## src/rtl/gds_pkg.sv

```systemverilog
// Purpose: Shared constants for the GPIO data, set and clear block
// Assumes: APB word registers, 88 pins split over ports A, B and C
// Notes: Offsets are byte addresses on the APB bus
package gds_pkg;
    // ----------------------------------------
    // Widths and pin map
    // ----------------------------------------
    localparam int ADDR_W = 8;
    localparam int DATA_W = 32;
    localparam int PIN_N = 88;
    localparam int PORT_A_W = 32;
    localparam int PORT_B_W = 32;
    localparam int PORT_C_W = 24;
    localparam int PORT_B_BASE = 32;
    localparam int PORT_C_BASE = 64;
    // ----------------------------------------
    // Register offsets
    // ----------------------------------------
    localparam logic [7:0] OFF_B_DATA = 8'h00;
    localparam logic [7:0] OFF_C_DATA = 8'h04;
    localparam logic [7:0] OFF_A_SET = 8'h08;
    localparam logic [7:0] OFF_A_CLR = 8'h0C;
    localparam logic [7:0] OFF_A_INV = 8'h10;
    localparam logic [7:0] OFF_A_FSEL = 8'h14;
    localparam logic [7:0] OFF_A_DIR = 8'h18;
    localparam logic [7:0] OFF_B_FSEL = 8'h1C;
    localparam logic [7:0] OFF_B_DIR = 8'h20;
    localparam logic [7:0] OFF_C_FSEL = 8'h24;
    localparam logic [7:0] OFF_C_DIR = 8'h28;
    // ----------------------------------------
    // Values after reset
    // ----------------------------------------
    localparam logic [31:0] RST_WORD = 32'h0000_0000;
    localparam logic [7:0] RST_C_PAD = 8'h00;
endpackage : gds_pkg

```

## src/rtl/gds_reg_if.sv

```systemverilog
// Purpose: Decoded register access between APB front and core
// Assumes: One access at a time
// Notes: Front drives strobes, core answers with data and hit
`timescale 1ns/1ps
interface gds_reg_if;
    import gds_pkg::*;
    logic wr_en; // Write taken this cycle
    logic rd_cap; // Read setup cycle
    logic [ADDR_W-1:0] addr; // Byte address
    logic [DATA_W-1:0] wdata; // Write data
    logic [DATA_W-1:0] rdata; // Read data from core
    logic hit; // Address is mapped
    modport front (output wr_en, rd_cap, addr, wdata, input rdata, hit);
    modport core (input wr_en, rd_cap, addr, wdata, output rdata, hit);
endinterface : gds_reg_if

```

## src/rtl/gds_apb_front.sv

```systemverilog
// Purpose: APB slave front end, zero wait states
// Assumes: APB3 signalling, one clock
// Notes: Read data is captured in the setup cycle
`timescale 1ns/1ps
module gds_apb_front
    import gds_pkg::*;
(
    input wire logic pclk,
    input wire logic presetn,
    input wire logic psel,
    input wire logic penable,
    input wire logic pwrite,
    input wire logic [gds_pkg::ADDR_W-1:0] paddr,
    input wire logic [gds_pkg::DATA_W-1:0] pwdata,
    output logic [gds_pkg::DATA_W-1:0] prdata,
    output logic pready,
    output logic pslverr,
    gds_reg_if.front rif
);
    // ----------------------------------------
    // State
    // ----------------------------------------
    typedef struct packed {
        logic [DATA_W-1:0] rdata; // Captured read word
    } gds_front_st_t;
    gds_front_st_t st;
    gds_front_st_t next_st;

    // Strobes toward the core
    assign rif.addr = paddr;
    assign rif.wdata = pwdata;
    assign rif.rd_cap = psel & ~penable & ~pwrite;
    assign rif.wr_en = psel & penable & pwrite & rif.hit;
    // Never waits; unmapped access answers with an error
    assign pready = 1'b1;
    assign pslverr = psel & penable & ~rif.hit;
    assign prdata = st.rdata;

    // Read capture
    always_comb
    begin
        next_st = st;
        if (rif.rd_cap)
        begin
            next_st.rdata = rif.rdata;
        end
    end

    // State register
    always_ff @(posedge pclk or negedge presetn)
    begin
        if (!presetn)
        begin
            st <= '0;
        end
        else
        begin
            st <= next_st;
        end
    end
endmodule : gds_apb_front

```

## src/rtl/gds_latch_bank.sv

```systemverilog
// Purpose: Output latch bank for one port
// Assumes: At most one strobe per cycle
// Notes: Pad enable is active low
`timescale 1ns/1ps
module gds_latch_bank #(
    parameter int W = 32
) (
    input wire logic pclk,
    input wire logic presetn,
    input wire logic load_en,
    input wire logic set_en,
    input wire logic clr_en,
    input wire logic inv_en,
    input wire logic [W-1:0] wdata,
    input wire logic [W-1:0] drive_en,
    output logic [W-1:0] pin_out,
    output logic [W-1:0] pin_oe_n
);
    import gds_pkg::*;
    // ----------------------------------------
    // State
    // ----------------------------------------
    typedef struct packed {
        logic [W-1:0] latch; // Output latch
    } gds_bank_st_t;
    gds_bank_st_t st;
    gds_bank_st_t next_st;

    assign pin_out = st.latch;
    assign pin_oe_n = ~drive_en;

    // Latch update; zero bits of set/clear/invert words change nothing
    always_comb
    begin
        next_st = st;
        if (load_en)
        begin
            next_st.latch = wdata;
        end
        else if (set_en)
        begin
            next_st.latch = st.latch | wdata; // see R6
        end
        else if (clr_en)
        begin
            next_st.latch = st.latch & ~wdata; // see R7
        end
        else if (inv_en)
        begin
            next_st.latch = st.latch ^ wdata;
        end
    end

    // Latch register, cleared by reset
    always_ff @(posedge pclk or negedge presetn)
    begin
        if (!presetn)
        begin
            st <= '0;
        end
        else
        begin
            st <= next_st;
        end
    end

    // ----------------------------------------
    // Checks
    // ----------------------------------------
    property p_load;
        @(posedge pclk) disable iff (!presetn) load_en |=> pin_out == $past(wdata);
    endproperty
    a_load: assert property (p_load) else $error("latch load wrong");
    property p_set;
        @(posedge pclk) disable iff (!presetn)
            set_en && !load_en |=> pin_out == ($past(pin_out) | $past(wdata));
    endproperty
    a_set: assert property (p_set) else $error("latch set wrong");
    property p_clr;
        @(posedge pclk) disable iff (!presetn)
            clr_en && !load_en && !set_en |=> pin_out == ($past(pin_out) & ~$past(wdata));
    endproperty
    a_clr: assert property (p_clr) else $error("latch clear wrong");
    property p_hold;
        @(posedge pclk) disable iff (!presetn)
            !(load_en || set_en || clr_en || inv_en) |=> $stable(pin_out);
    endproperty
    a_hold: assert property (p_hold) else $error("latch changed without write");
    property p_inv;
        @(posedge pclk) disable iff (!presetn)
            inv_en && !load_en && !set_en && !clr_en |=> pin_out == ($past(pin_out) ^ $past(wdata));
    endproperty
    a_inv: assert property (p_inv) else $error("latch invert wrong");
endmodule : gds_latch_bank

```

## src/rtl/gds_top.sv

```systemverilog
// Purpose: GPIO data, set and clear registers with pad control
// Assumes: Pin inputs already qualified and synchronous to pclk
// Notes: Pins 0-31 port A, 32-63 port B, 64-87 port C
`timescale 1ns/1ps

// Contract
// Data read returns pin level, any function
// Data write stores latch; drives if GPIO output
// Port B bit n is pin n+32
// Port C bits 23-0; upper bits zero
// Data read after reset follows pins
// Set writes force latch bits high
// Clear writes force latch bits low
// Zero bits in set/clear change nothing
// Set and clear registers read zero
// Set/clear bit n is pin n; reset zero
// Latch holds until written; reset clears
// Invert writes toggle port A latch bits
// Pad driven only when GPIO and output
module gds_top
    import gds_pkg::*;
(
    input wire logic pclk,
    input wire logic presetn,
    input wire logic psel,
    input wire logic penable,
    input wire logic pwrite,
    input wire logic [gds_pkg::ADDR_W-1:0] paddr,
    input wire logic [gds_pkg::DATA_W-1:0] pwdata,
    output logic [gds_pkg::DATA_W-1:0] prdata,
    output logic pready,
    output logic pslverr,
    input wire logic [gds_pkg::PIN_N-1:0] pin_in,
    output logic [gds_pkg::PIN_N-1:0] pin_out,
    output logic [gds_pkg::PIN_N-1:0] pin_oe_n
);
    import gds_pkg::*;

    // ----------------------------------------
    // Configuration state
    // ----------------------------------------
    // Function select bit: 0 picks GPIO, 1 a peripheral
    // Direction bit: 1 picks output
    typedef struct packed {
        logic [PORT_A_W-1:0] fsel_a; // Port A function select
        logic [PORT_A_W-1:0] dir_a; // Port A direction
        logic [PORT_B_W-1:0] fsel_b; // Port B function select
        logic [PORT_B_W-1:0] dir_b; // Port B direction
        logic [PORT_C_W-1:0] fsel_c; // Port C function select
        logic [PORT_C_W-1:0] dir_c; // Port C direction
    } gds_cfg_st_t;
    gds_cfg_st_t st; // Registered configuration
    gds_cfg_st_t next_st; // Next configuration

    // ----------------------------------------
    // Internal signals
    // ----------------------------------------
    gds_reg_if rif (); // Decoded access
    logic [PORT_A_W-1:0] pins_a; // Port A pin levels
    logic [PORT_B_W-1:0] pins_b; // Port B pin levels
    logic [PORT_C_W-1:0] pins_c; // Port C pin levels
    logic [PORT_A_W-1:0] drive_a; // Port A GPIO output
    logic [PORT_B_W-1:0] drive_b; // Port B GPIO output
    logic [PORT_C_W-1:0] drive_c; // Port C GPIO output
    logic load_b; // Port B data write
    logic load_c; // Port C data write
    logic set_a; // Port A set write
    logic clr_a; // Port A clear write
    logic inv_a; // Port A invert write
    logic [DATA_W-1:0] rd_word; // Read mux result
    logic rd_hit; // Address decodes

    // ----------------------------------------
    // APB front end
    // ----------------------------------------
    gds_apb_front u_front (
        .pclk(pclk),
        .presetn(presetn),
        .psel(psel),
        .penable(penable),
        .pwrite(pwrite),
        .paddr(paddr),
        .pwdata(pwdata),
        .prdata(prdata),
        .pready(pready),
        .pslverr(pslverr),
        .rif(rif.front)
    );

    // ----------------------------------------
    // Pin slices
    // ----------------------------------------
    // Port B pins 63-32 sit on bits 31-0
    assign pins_a = pin_in[PORT_A_W-1:0];
    assign pins_b = pin_in[PORT_B_BASE+PORT_B_W-1:PORT_B_BASE];
    assign pins_c = pin_in[PORT_C_BASE+PORT_C_W-1:PORT_C_BASE];

    // GPIO output only when function is GPIO and direction is output
    assign drive_a = ~st.fsel_a & st.dir_a;
    assign drive_b = ~st.fsel_b & st.dir_b;
    assign drive_c = ~st.fsel_c & st.dir_c;

    // ----------------------------------------
    // Write strobes
    // ----------------------------------------
    assign load_b = rif.wr_en && (rif.addr == OFF_B_DATA);
    assign load_c = rif.wr_en && (rif.addr == OFF_C_DATA);
    assign set_a = rif.wr_en && (rif.addr == OFF_A_SET); // see R6
    assign clr_a = rif.wr_en && (rif.addr == OFF_A_CLR); // see R7
    assign inv_a = rif.wr_en && (rif.addr == OFF_A_INV);

    // ----------------------------------------
    // Read decode
    // ----------------------------------------
    // Data reads show pins, never the latch; unmapped reads give zero
    always_comb
    begin
        rd_word = RST_WORD;
        rd_hit = 1'b1;
        if (rif.addr == OFF_B_DATA)
        begin
            rd_word = pins_b; // see R1 see R3
        end
        else if (rif.addr == OFF_C_DATA)
        begin
            rd_word = {RST_C_PAD, pins_c}; // see R1 see R4
        end
        else if (rif.addr == OFF_A_SET || rif.addr == OFF_A_CLR || rif.addr == OFF_A_INV)
        begin
            rd_word = RST_WORD;
        end
        else if (rif.addr == OFF_A_FSEL)
        begin
            rd_word = st.fsel_a;
        end
        else if (rif.addr == OFF_A_DIR)
        begin
            rd_word = st.dir_a;
        end
        else if (rif.addr == OFF_B_FSEL)
        begin
            rd_word = st.fsel_b;
        end
        else if (rif.addr == OFF_B_DIR)
        begin
            rd_word = st.dir_b;
        end
        else if (rif.addr == OFF_C_FSEL)
        begin
            rd_word = {RST_C_PAD, st.fsel_c};
        end
        else if (rif.addr == OFF_C_DIR)
        begin
            rd_word = {RST_C_PAD, st.dir_c};
        end
        else
        begin
            rd_hit = 1'b0;
        end
    end

    assign rif.rdata = rd_word;
    assign rif.hit = rd_hit;

    // ----------------------------------------
    // Configuration writes
    // ----------------------------------------
    always_comb
    begin
        next_st = st;
        if (rif.wr_en)
        begin
            if (rif.addr == OFF_A_FSEL)
            begin
                next_st.fsel_a = rif.wdata;
            end
            else if (rif.addr == OFF_A_DIR)
            begin
                next_st.dir_a = rif.wdata;
            end
            else if (rif.addr == OFF_B_FSEL)
            begin
                next_st.fsel_b = rif.wdata;
            end
            else if (rif.addr == OFF_B_DIR)
            begin
                next_st.dir_b = rif.wdata;
            end
            else if (rif.addr == OFF_C_FSEL)
            begin
                next_st.fsel_c = rif.wdata[PORT_C_W-1:0];
            end
            else if (rif.addr == OFF_C_DIR)
            begin
                next_st.dir_c = rif.wdata[PORT_C_W-1:0];
            end
        end
    end

    // Configuration register; all pins start as GPIO inputs
    always_ff @(posedge pclk or negedge presetn)
    begin
        if (!presetn)
        begin
            st <= '0;
        end
        else
        begin
            st <= next_st;
        end
    end

    // ----------------------------------------
    // Latch banks
    // ----------------------------------------
    // Port A: set, clear and invert only
    gds_latch_bank #(.W(PORT_A_W)) u_bank_a (
        .pclk(pclk),
        .presetn(presetn),
        .load_en(1'b0),
        .set_en(set_a),
        .clr_en(clr_a),
        .inv_en(inv_a),
        .wdata(rif.wdata),
        .drive_en(drive_a),
        .pin_out(pin_out[PORT_A_W-1:0]),
        .pin_oe_n(pin_oe_n[PORT_A_W-1:0])
    );

    // Port B: whole-word data writes
    gds_latch_bank #(.W(PORT_B_W)) u_bank_b (
        .pclk(pclk),
        .presetn(presetn),
        .load_en(load_b),
        .set_en(1'b0),
        .clr_en(1'b0),
        .inv_en(1'b0),
        .wdata(rif.wdata),
        .drive_en(drive_b),
        .pin_out(pin_out[PORT_B_BASE+PORT_B_W-1:PORT_B_BASE]),
        .pin_oe_n(pin_oe_n[PORT_B_BASE+PORT_B_W-1:PORT_B_BASE])
    );

    // Port C: low 24 bits of data writes
    gds_latch_bank #(.W(PORT_C_W)) u_bank_c (
        .pclk(pclk),
        .presetn(presetn),
        .load_en(load_c),
        .set_en(1'b0),
        .clr_en(1'b0),
        .inv_en(1'b0),
        .wdata(rif.wdata[PORT_C_W-1:0]),
        .drive_en(drive_c),
        .pin_out(pin_out[PORT_C_BASE+PORT_C_W-1:PORT_C_BASE]),
        .pin_oe_n(pin_oe_n[PORT_C_BASE+PORT_C_W-1:PORT_C_BASE])
    );

    // ----------------------------------------
    // Checks: register reads
    // ----------------------------------------
    // Port B read shows the pins seen at setup
    property p_b_read;
        @(posedge pclk) disable iff (!presetn)
            rif.rd_cap && rif.addr == OFF_B_DATA |=> prdata == $past(pin_in[63:32]);
    endproperty
    a_b_read: assert property (p_b_read) else $error("port B read not pins");
    // Port C read shows 24 pins, upper byte zero
    property p_c_read;
        @(posedge pclk) disable iff (!presetn)
            rif.rd_cap && rif.addr == OFF_C_DATA |=> prdata == {8'h00, $past(pin_in[87:64])};
    endproperty
    a_c_read: assert property (p_c_read) else $error("port C read wrong");
    // Set and clear registers read back zero
    property p_sc_zero;
        @(posedge pclk) disable iff (!presetn)
            rif.rd_cap && (rif.addr == OFF_A_SET || rif.addr == OFF_A_CLR) |=> prdata == 32'h0000_0000;
    endproperty
    a_sc_zero: assert property (p_sc_zero) else $error("set or clear read nonzero");
    // Invert register reads back zero
    property p_inv_zero;
        @(posedge pclk) disable iff (!presetn)
            rif.rd_cap && rif.addr == OFF_A_INV |=> prdata == 32'h0000_0000;
    endproperty
    a_inv_zero: assert property (p_inv_zero) else $error("invert read nonzero");
    // Read data holds until the next read setup
    property p_read_hold;
        @(posedge pclk) disable iff (!presetn)
            !rif.rd_cap |=> $stable(prdata);
    endproperty
    a_read_hold: assert property (p_read_hold) else $error("read data moved without read");
    // Port C configuration reads keep the upper byte zero
    property p_c_cfg_upper;
        @(posedge pclk) disable iff (!presetn)
            rif.rd_cap && (rif.addr == OFF_C_FSEL || rif.addr == OFF_C_DIR) |=> prdata[31:24] == 8'h00;
    endproperty
    a_c_cfg_upper: assert property (p_c_cfg_upper) else $error("port C config upper bits set");

    // ----------------------------------------
    // Checks: latch writes
    // ----------------------------------------
    // Every set bit on a driven pin shows high and driven
    property p_set_pin;
        @(posedge pclk) disable iff (!presetn)
            set_a |=> ((pin_out[31:0] & ~pin_oe_n[31:0]) & $past(rif.wdata)) == ($past(rif.wdata) & drive_a);
    endproperty
    a_set_pin: assert property (p_set_pin) else $error("set bit not driven high");
    // Every cleared bit on a driven pin shows low and driven
    property p_clr_pin;
        @(posedge pclk) disable iff (!presetn)
            clr_a |=> ((~pin_out[31:0] & ~pin_oe_n[31:0]) & $past(rif.wdata)) == ($past(rif.wdata) & drive_a);
    endproperty
    a_clr_pin: assert property (p_clr_pin) else $error("clear bit not driven low");
    // Invert flips exactly the written bits
    property p_inv_pin;
        @(posedge pclk) disable iff (!presetn)
            inv_a |=> pin_out[31:0] == ($past(pin_out[31:0]) ^ $past(rif.wdata));
    endproperty
    a_inv_pin: assert property (p_inv_pin) else $error("invert did not toggle latch");
    // Port B data write lands in the latch
    property p_b_load;
        @(posedge pclk) disable iff (!presetn)
            load_b |=> pin_out[63:32] == $past(rif.wdata);
    endproperty
    a_b_load: assert property (p_b_load) else $error("port B latch not loaded");
    // Port C data write lands in the low 24 latch bits
    property p_c_load;
        @(posedge pclk) disable iff (!presetn)
            load_c |=> pin_out[87:64] == $past(rif.wdata[23:0]);
    endproperty
    a_c_load: assert property (p_c_load) else $error("port C latch not loaded");
    // An unmapped write leaves every latch alone
    property p_unmapped_hold;
        @(posedge pclk) disable iff (!presetn)
            psel && penable && pwrite && !rif.hit |=> $stable(pin_out);
    endproperty
    a_unmapped_hold: assert property (p_unmapped_hold) else $error("unmapped write moved a latch");

    // ----------------------------------------
    // Checks: reset
    // ----------------------------------------
    // Latches clear and pads release on reset
    property p_reset_out;
        @(posedge pclk) disable iff (!presetn)
            $rose(presetn) |-> pin_out == {PIN_N{1'b0}} && pin_oe_n == {PIN_N{1'b1}};
    endproperty
    a_reset_out: assert property (p_reset_out) else $error("outputs not cleared by reset");
endmodule : gds_top

```

## config.mk

```make
export PLATFORM = sky130hd
export DESIGN_NAME = gds_top
export DESIGN_NICKNAME = d
export VERILOG_FILES = /design/src/rtl/gds_pkg.sv /design/src/rtl/gds_reg_if.sv /design/src/rtl/gds_apb_front.sv /design/src/rtl/gds_latch_bank.sv /design/src/rtl/gds_top.sv
export SDC_FILE = /design/constraint.sdc
export NUM_CORES = 1
export LEC_CHECK = 0
export CAP_MARGIN = 20
export CORE_UTILIZATION = 40
export CTS_CLUSTER_SIZE = 25
export DETAILED_ROUTE_END_ITERATION = 6
export DONT_BUFFER_PORTS = 1
export PLACE_DENSITY = 0.57
export SETUP_SLACK_MARGIN = 0.1
export SYNTH_ARGS = -nofsm -noshare
export SYNTH_HDL_FRONTEND = slang
export SYNTH_SLANG_ARGS = --single-unit
```

## constraint.sdc

```tcl
create_clock -name pclk -period 2.43 [get_ports pclk]
set_clock_uncertainty 0.2 [all_clocks]
set_input_delay 0.486 -clock pclk [delete_from_list [all_inputs] [get_ports pclk]]
set_output_delay 0.486 -clock pclk [all_outputs]
set_load 0.005 [all_outputs]
```

==> key figures <==
Synth
  – Post-synthesis cell type count: 53
  – Top cell type's share of synthesized area: 47.6%
  – Post-synth top area cell: dfrtp_1
  – Most common cell in the netlist: dfrtp_1
  – #FFs+latches synth: approximately 300
  – Mapped Nets: 1776
  – Sequential area share after synthesis: roughly 48%
  – Synthesis Warnings: 0
  – Mapped Area: 0.0156 mm^2
  – Top post-synthesis cells by count: 296 x dfrtp_1, 216 x nand2_1, 196 x o21ai_0, 147 x mux2_2, 92 x nand2b_1
  – Ys flop type: dfrtp_1
  – Syn Area/Cell: about 9.9 um^2
  – Syn Inst Count: 1579
  – Largest cells by area after synthesis: dfrtp_1 48%, mux2_2 11%, o21ai_0 6.3%
  – EDFF count, synth: 0
  – Asr flop ratio synth: 100%

Drt
  – WL per Instance: 23.2 um
  – Antenna Nets Post-Route: 0
  – Via Count: 12000
  – # DRC: 0
  – WL final: just over 50 mm
  – Initial drt markers: between 600 and 700
  – DR vias/cell: 5.49
  – DRT Pass-1 Iters: 6

STA
  – Fmax achieved: approximately 460 MHz
  – Actual slew at the worst max-slew pin: around 1.4 ns
  – Max Slew Vio Count: 0
  – Hold Slack: -0.553 ns
  – RSZ-0062 raised after global routing: no
  – Minimum clock period: 2.16 ns
  – Fin. Hold Viols: 296
  – Setup-failing EPs final: 0
  – Final worst-path cycle share: 89.0%
  – Max transition margin: about a tenth
  – Final setup TNS: 0 ns

GRT
  – Grt total ovfl: 0
  – Global-route wire length before repair: between 70 and 80 mm
  – Initial antenna violation count: 0
  – Number of global-route vias before repair: between 10000 and 15000
  – Total track usage: 25.7%
  – Pin count of the biggest net entering global routing: just under 300

Setup path
  – Critical Path End Type: flop
  – Reg2Reg Setup Slack: approximately 0.75 ns
  – CP max FO: 13
  – Critical Path Start Type: primary input
  – Reg2Reg Depth: 3
  – CP arrival: 2.37 ns
  – CP required: around 2.6 ns
  – Worst r2r src: st[99]$_DFFE_PN0P_
  – Crit Path Class: in2reg
  – Reg2Reg Capture Point: u_front.prdata[19]$_DFFE_PN0P_

Clock network
  – Num CTS Buffers: 36
  – CTS tree: done
  – Clock sink count: 296
  – CTS H-tree depth: 2
  – Root buffer cell: clkbuf_16
  – Clock transition at path regs: roughly 0.06 ns
  – Post-CTS sizing: 0
  – Clock latency on the worst-skew pair: ~0.54 ns
  – CTS Buffer Depth: 3
  – Post-CTS Hold Buffers: 52
  – Postcts setup bufs: 0

Run
  – Maxcap violations: 0

Power
  – Internal: 8580 uW
  – Cell Pwr Density: 600 mW/mm^2
  – Sw Share: about 23%
  – Worst IR Drop VDD: a little under 0.5 mV
  – Clock share of power: between 40% and 50%
  – Logic pwr share: 5.3%
  – Leakage: ~0.008 uW
  – Flop pwr share: a little under half
  – Sw Pwr: between 2000 and 3000 uW

Die
  – Chip width: 199 um
  – Number of cell rows: 71
  – I/O pin count: ~340
  – Die Area: approximately 0.040 mm^2
  – Initial Utilization: 40.9%
  – Core footprint: ~0.038 mm^2
  – Die Ht: ~200 um

Cells and area
  – # diodes: 0
  – Layout cell share with drive strength beyond 1: 20.9%
  – Final nets: between 1500 and 2000
  – Final Non-Filler Cells: 2181
  – Fin util: about 49%
  – Final instance area: 0.0185 mm^2
  – Area added between synthesis and finish: 18.7%

Place
  – Gp weighted congestion: around 0.85
  – Placed inst area: between 0.015 and 0.02 mm^2
  – Hpwl dp: between 30 and 40 mm
  – # placed instances: 2070
  – IO Port Bufs: 0

Status
  – Status: finished, violations left
  – Failing checks: negative hold slack

Hold path
  – Tightest Hold Check Type: in2async
-- logic make-up (layout without fill, tap and decap cells) --
family / Yosys count / after routing / share of synthesized area [%]
AND/OR/NAND/NOR: 447 / 447 / 13.7
AO/OA/AOI/OAI: 420 / 420 / 16.2
flip-flops: 296 / 296 / 47.6
multiplexers: 180 / 180 / 12.8
buffers and inverters: 171 / 262 / 4.62
adder cells (fa/ha/maj): 64 / 64 / 5.14
other: 1 / 1 / 0.0241
-- flip-flops by register name, indices dropped and copies added (netlist names) --
name / flops
st: 176
u_front.prdata: 32
u_bank_b.pin_out: 32
u_bank_a.pin_out: 32
u_bank_c.pin_out: 24
-- placed cells by master, fill, tap and decap left out, drive strengths merged, types with 2 or more instances in the layout --
cell type    netlist  layout
a211oi             9       9
a21o               8       8
a21oi             87      87
a221oi             7       7
a22o               6       6
a31oi              8       8
and3              10      10
buf               34      85
bufinv             0       3
clkbuf            71      52
clkinv             0       3
dfrtp            296     296
dlygate4sd3        0      52
ha                64      64
inv               66      66
mux2             149     149
mux2i             31      31
nand2            216     216
nand2b            92      92
nand3              3       3
nand3b             2       2
nor2              58      58
nor2b              6       6
nor3              24      24
nor4               4       4
o211ai             2       2
o21ai            239     239
o221a              5       5
o221ai             2       2
o2bb2ai           16      16
o311a              5       5
o31ai             22      22
or2                5       5
or3               17      17
or4                3       3
or4b               2       2
-- critical path, stage by stage --
cell and delay, ns:
or4b_2 0.80, nor2_4 0.16, buf_12 0.16, a21oi_1 0.07
o21ai_0 0.43, buf_4 0.19, a31oi_1 0.07
-- cell type report --
type / count / area, um^2
Clock buffer: 52 / 1060
Clock inverter: 7 / 116
Fill cell: 3645 / 19500
Inverter: 66 / 248
Multi-Input combinational cell: 1112 / 7620
Sequential cell: 296 / 7410
Tap cell: 511 / 639
Timing Repair Buffer: 137 / 1380
-- through the flow --
| step | total power (uW) | setup WS [ns] |
|---|---|---|
| finish | 11100 | 0.268 |
| global route | 11400 | 0.267 |
| CTS | 11200 | 0.375 |
| detailed placement | 5620 | -0.203 |
| global placement | 5610 | -0.186 |
| floorplan | 5460 | -0.122 |
-- worst max-delay path by stage --
stage / depth (start not counted) / slack [ns] / startpoint / endpoint
after global placement: 7 / -0.19 / paddr[7] / u_front.prdata[7]$_DFFE_PN0P_
after global routing: 8 / 0.27 / paddr[7] / u_front.prdata[7]$_DFFE_PN0P_
after CTS: 7 / 0.37 / paddr[7] / u_front.prdata[7]$_DFFE_PN0P_
after floorplan: 9 / -0.12 / paddr[7] / st[136]$_DFFE_PN0P_
final: 7 / 0.27 / paddr[7] / u_front.prdata[7]$_DFFE_PN0P_
after detailed placement: 7 / -0.20 / paddr[7] / u_front.prdata[7]$_DFFE_PN0P_
-- layer usage --
metal | wire, um | track usage [%]
met1 | 23100 | 35.8
met2 | 21900 | 38.2
met3 | 4120 | 6.70
met4 | 1510 | 9.17
met5 | 0 | 0
-- power groups by stage --
| stage | Clock [uW] | Sequential [uW] | Combinational [uW] |
|---|---|---|---|
| floorplan | 0 | 5110 | 352 |
| global placement | 0 | 5130 | 482 |
| detailed placement | 0 | 5130 | 495 |
| CTS | 5580 | 5040 | 591 |
| global route | 5750 | 5040 | 650 |
| finish | 5450 | 5040 | 589 |
Power figures use the tool's default switching activity.
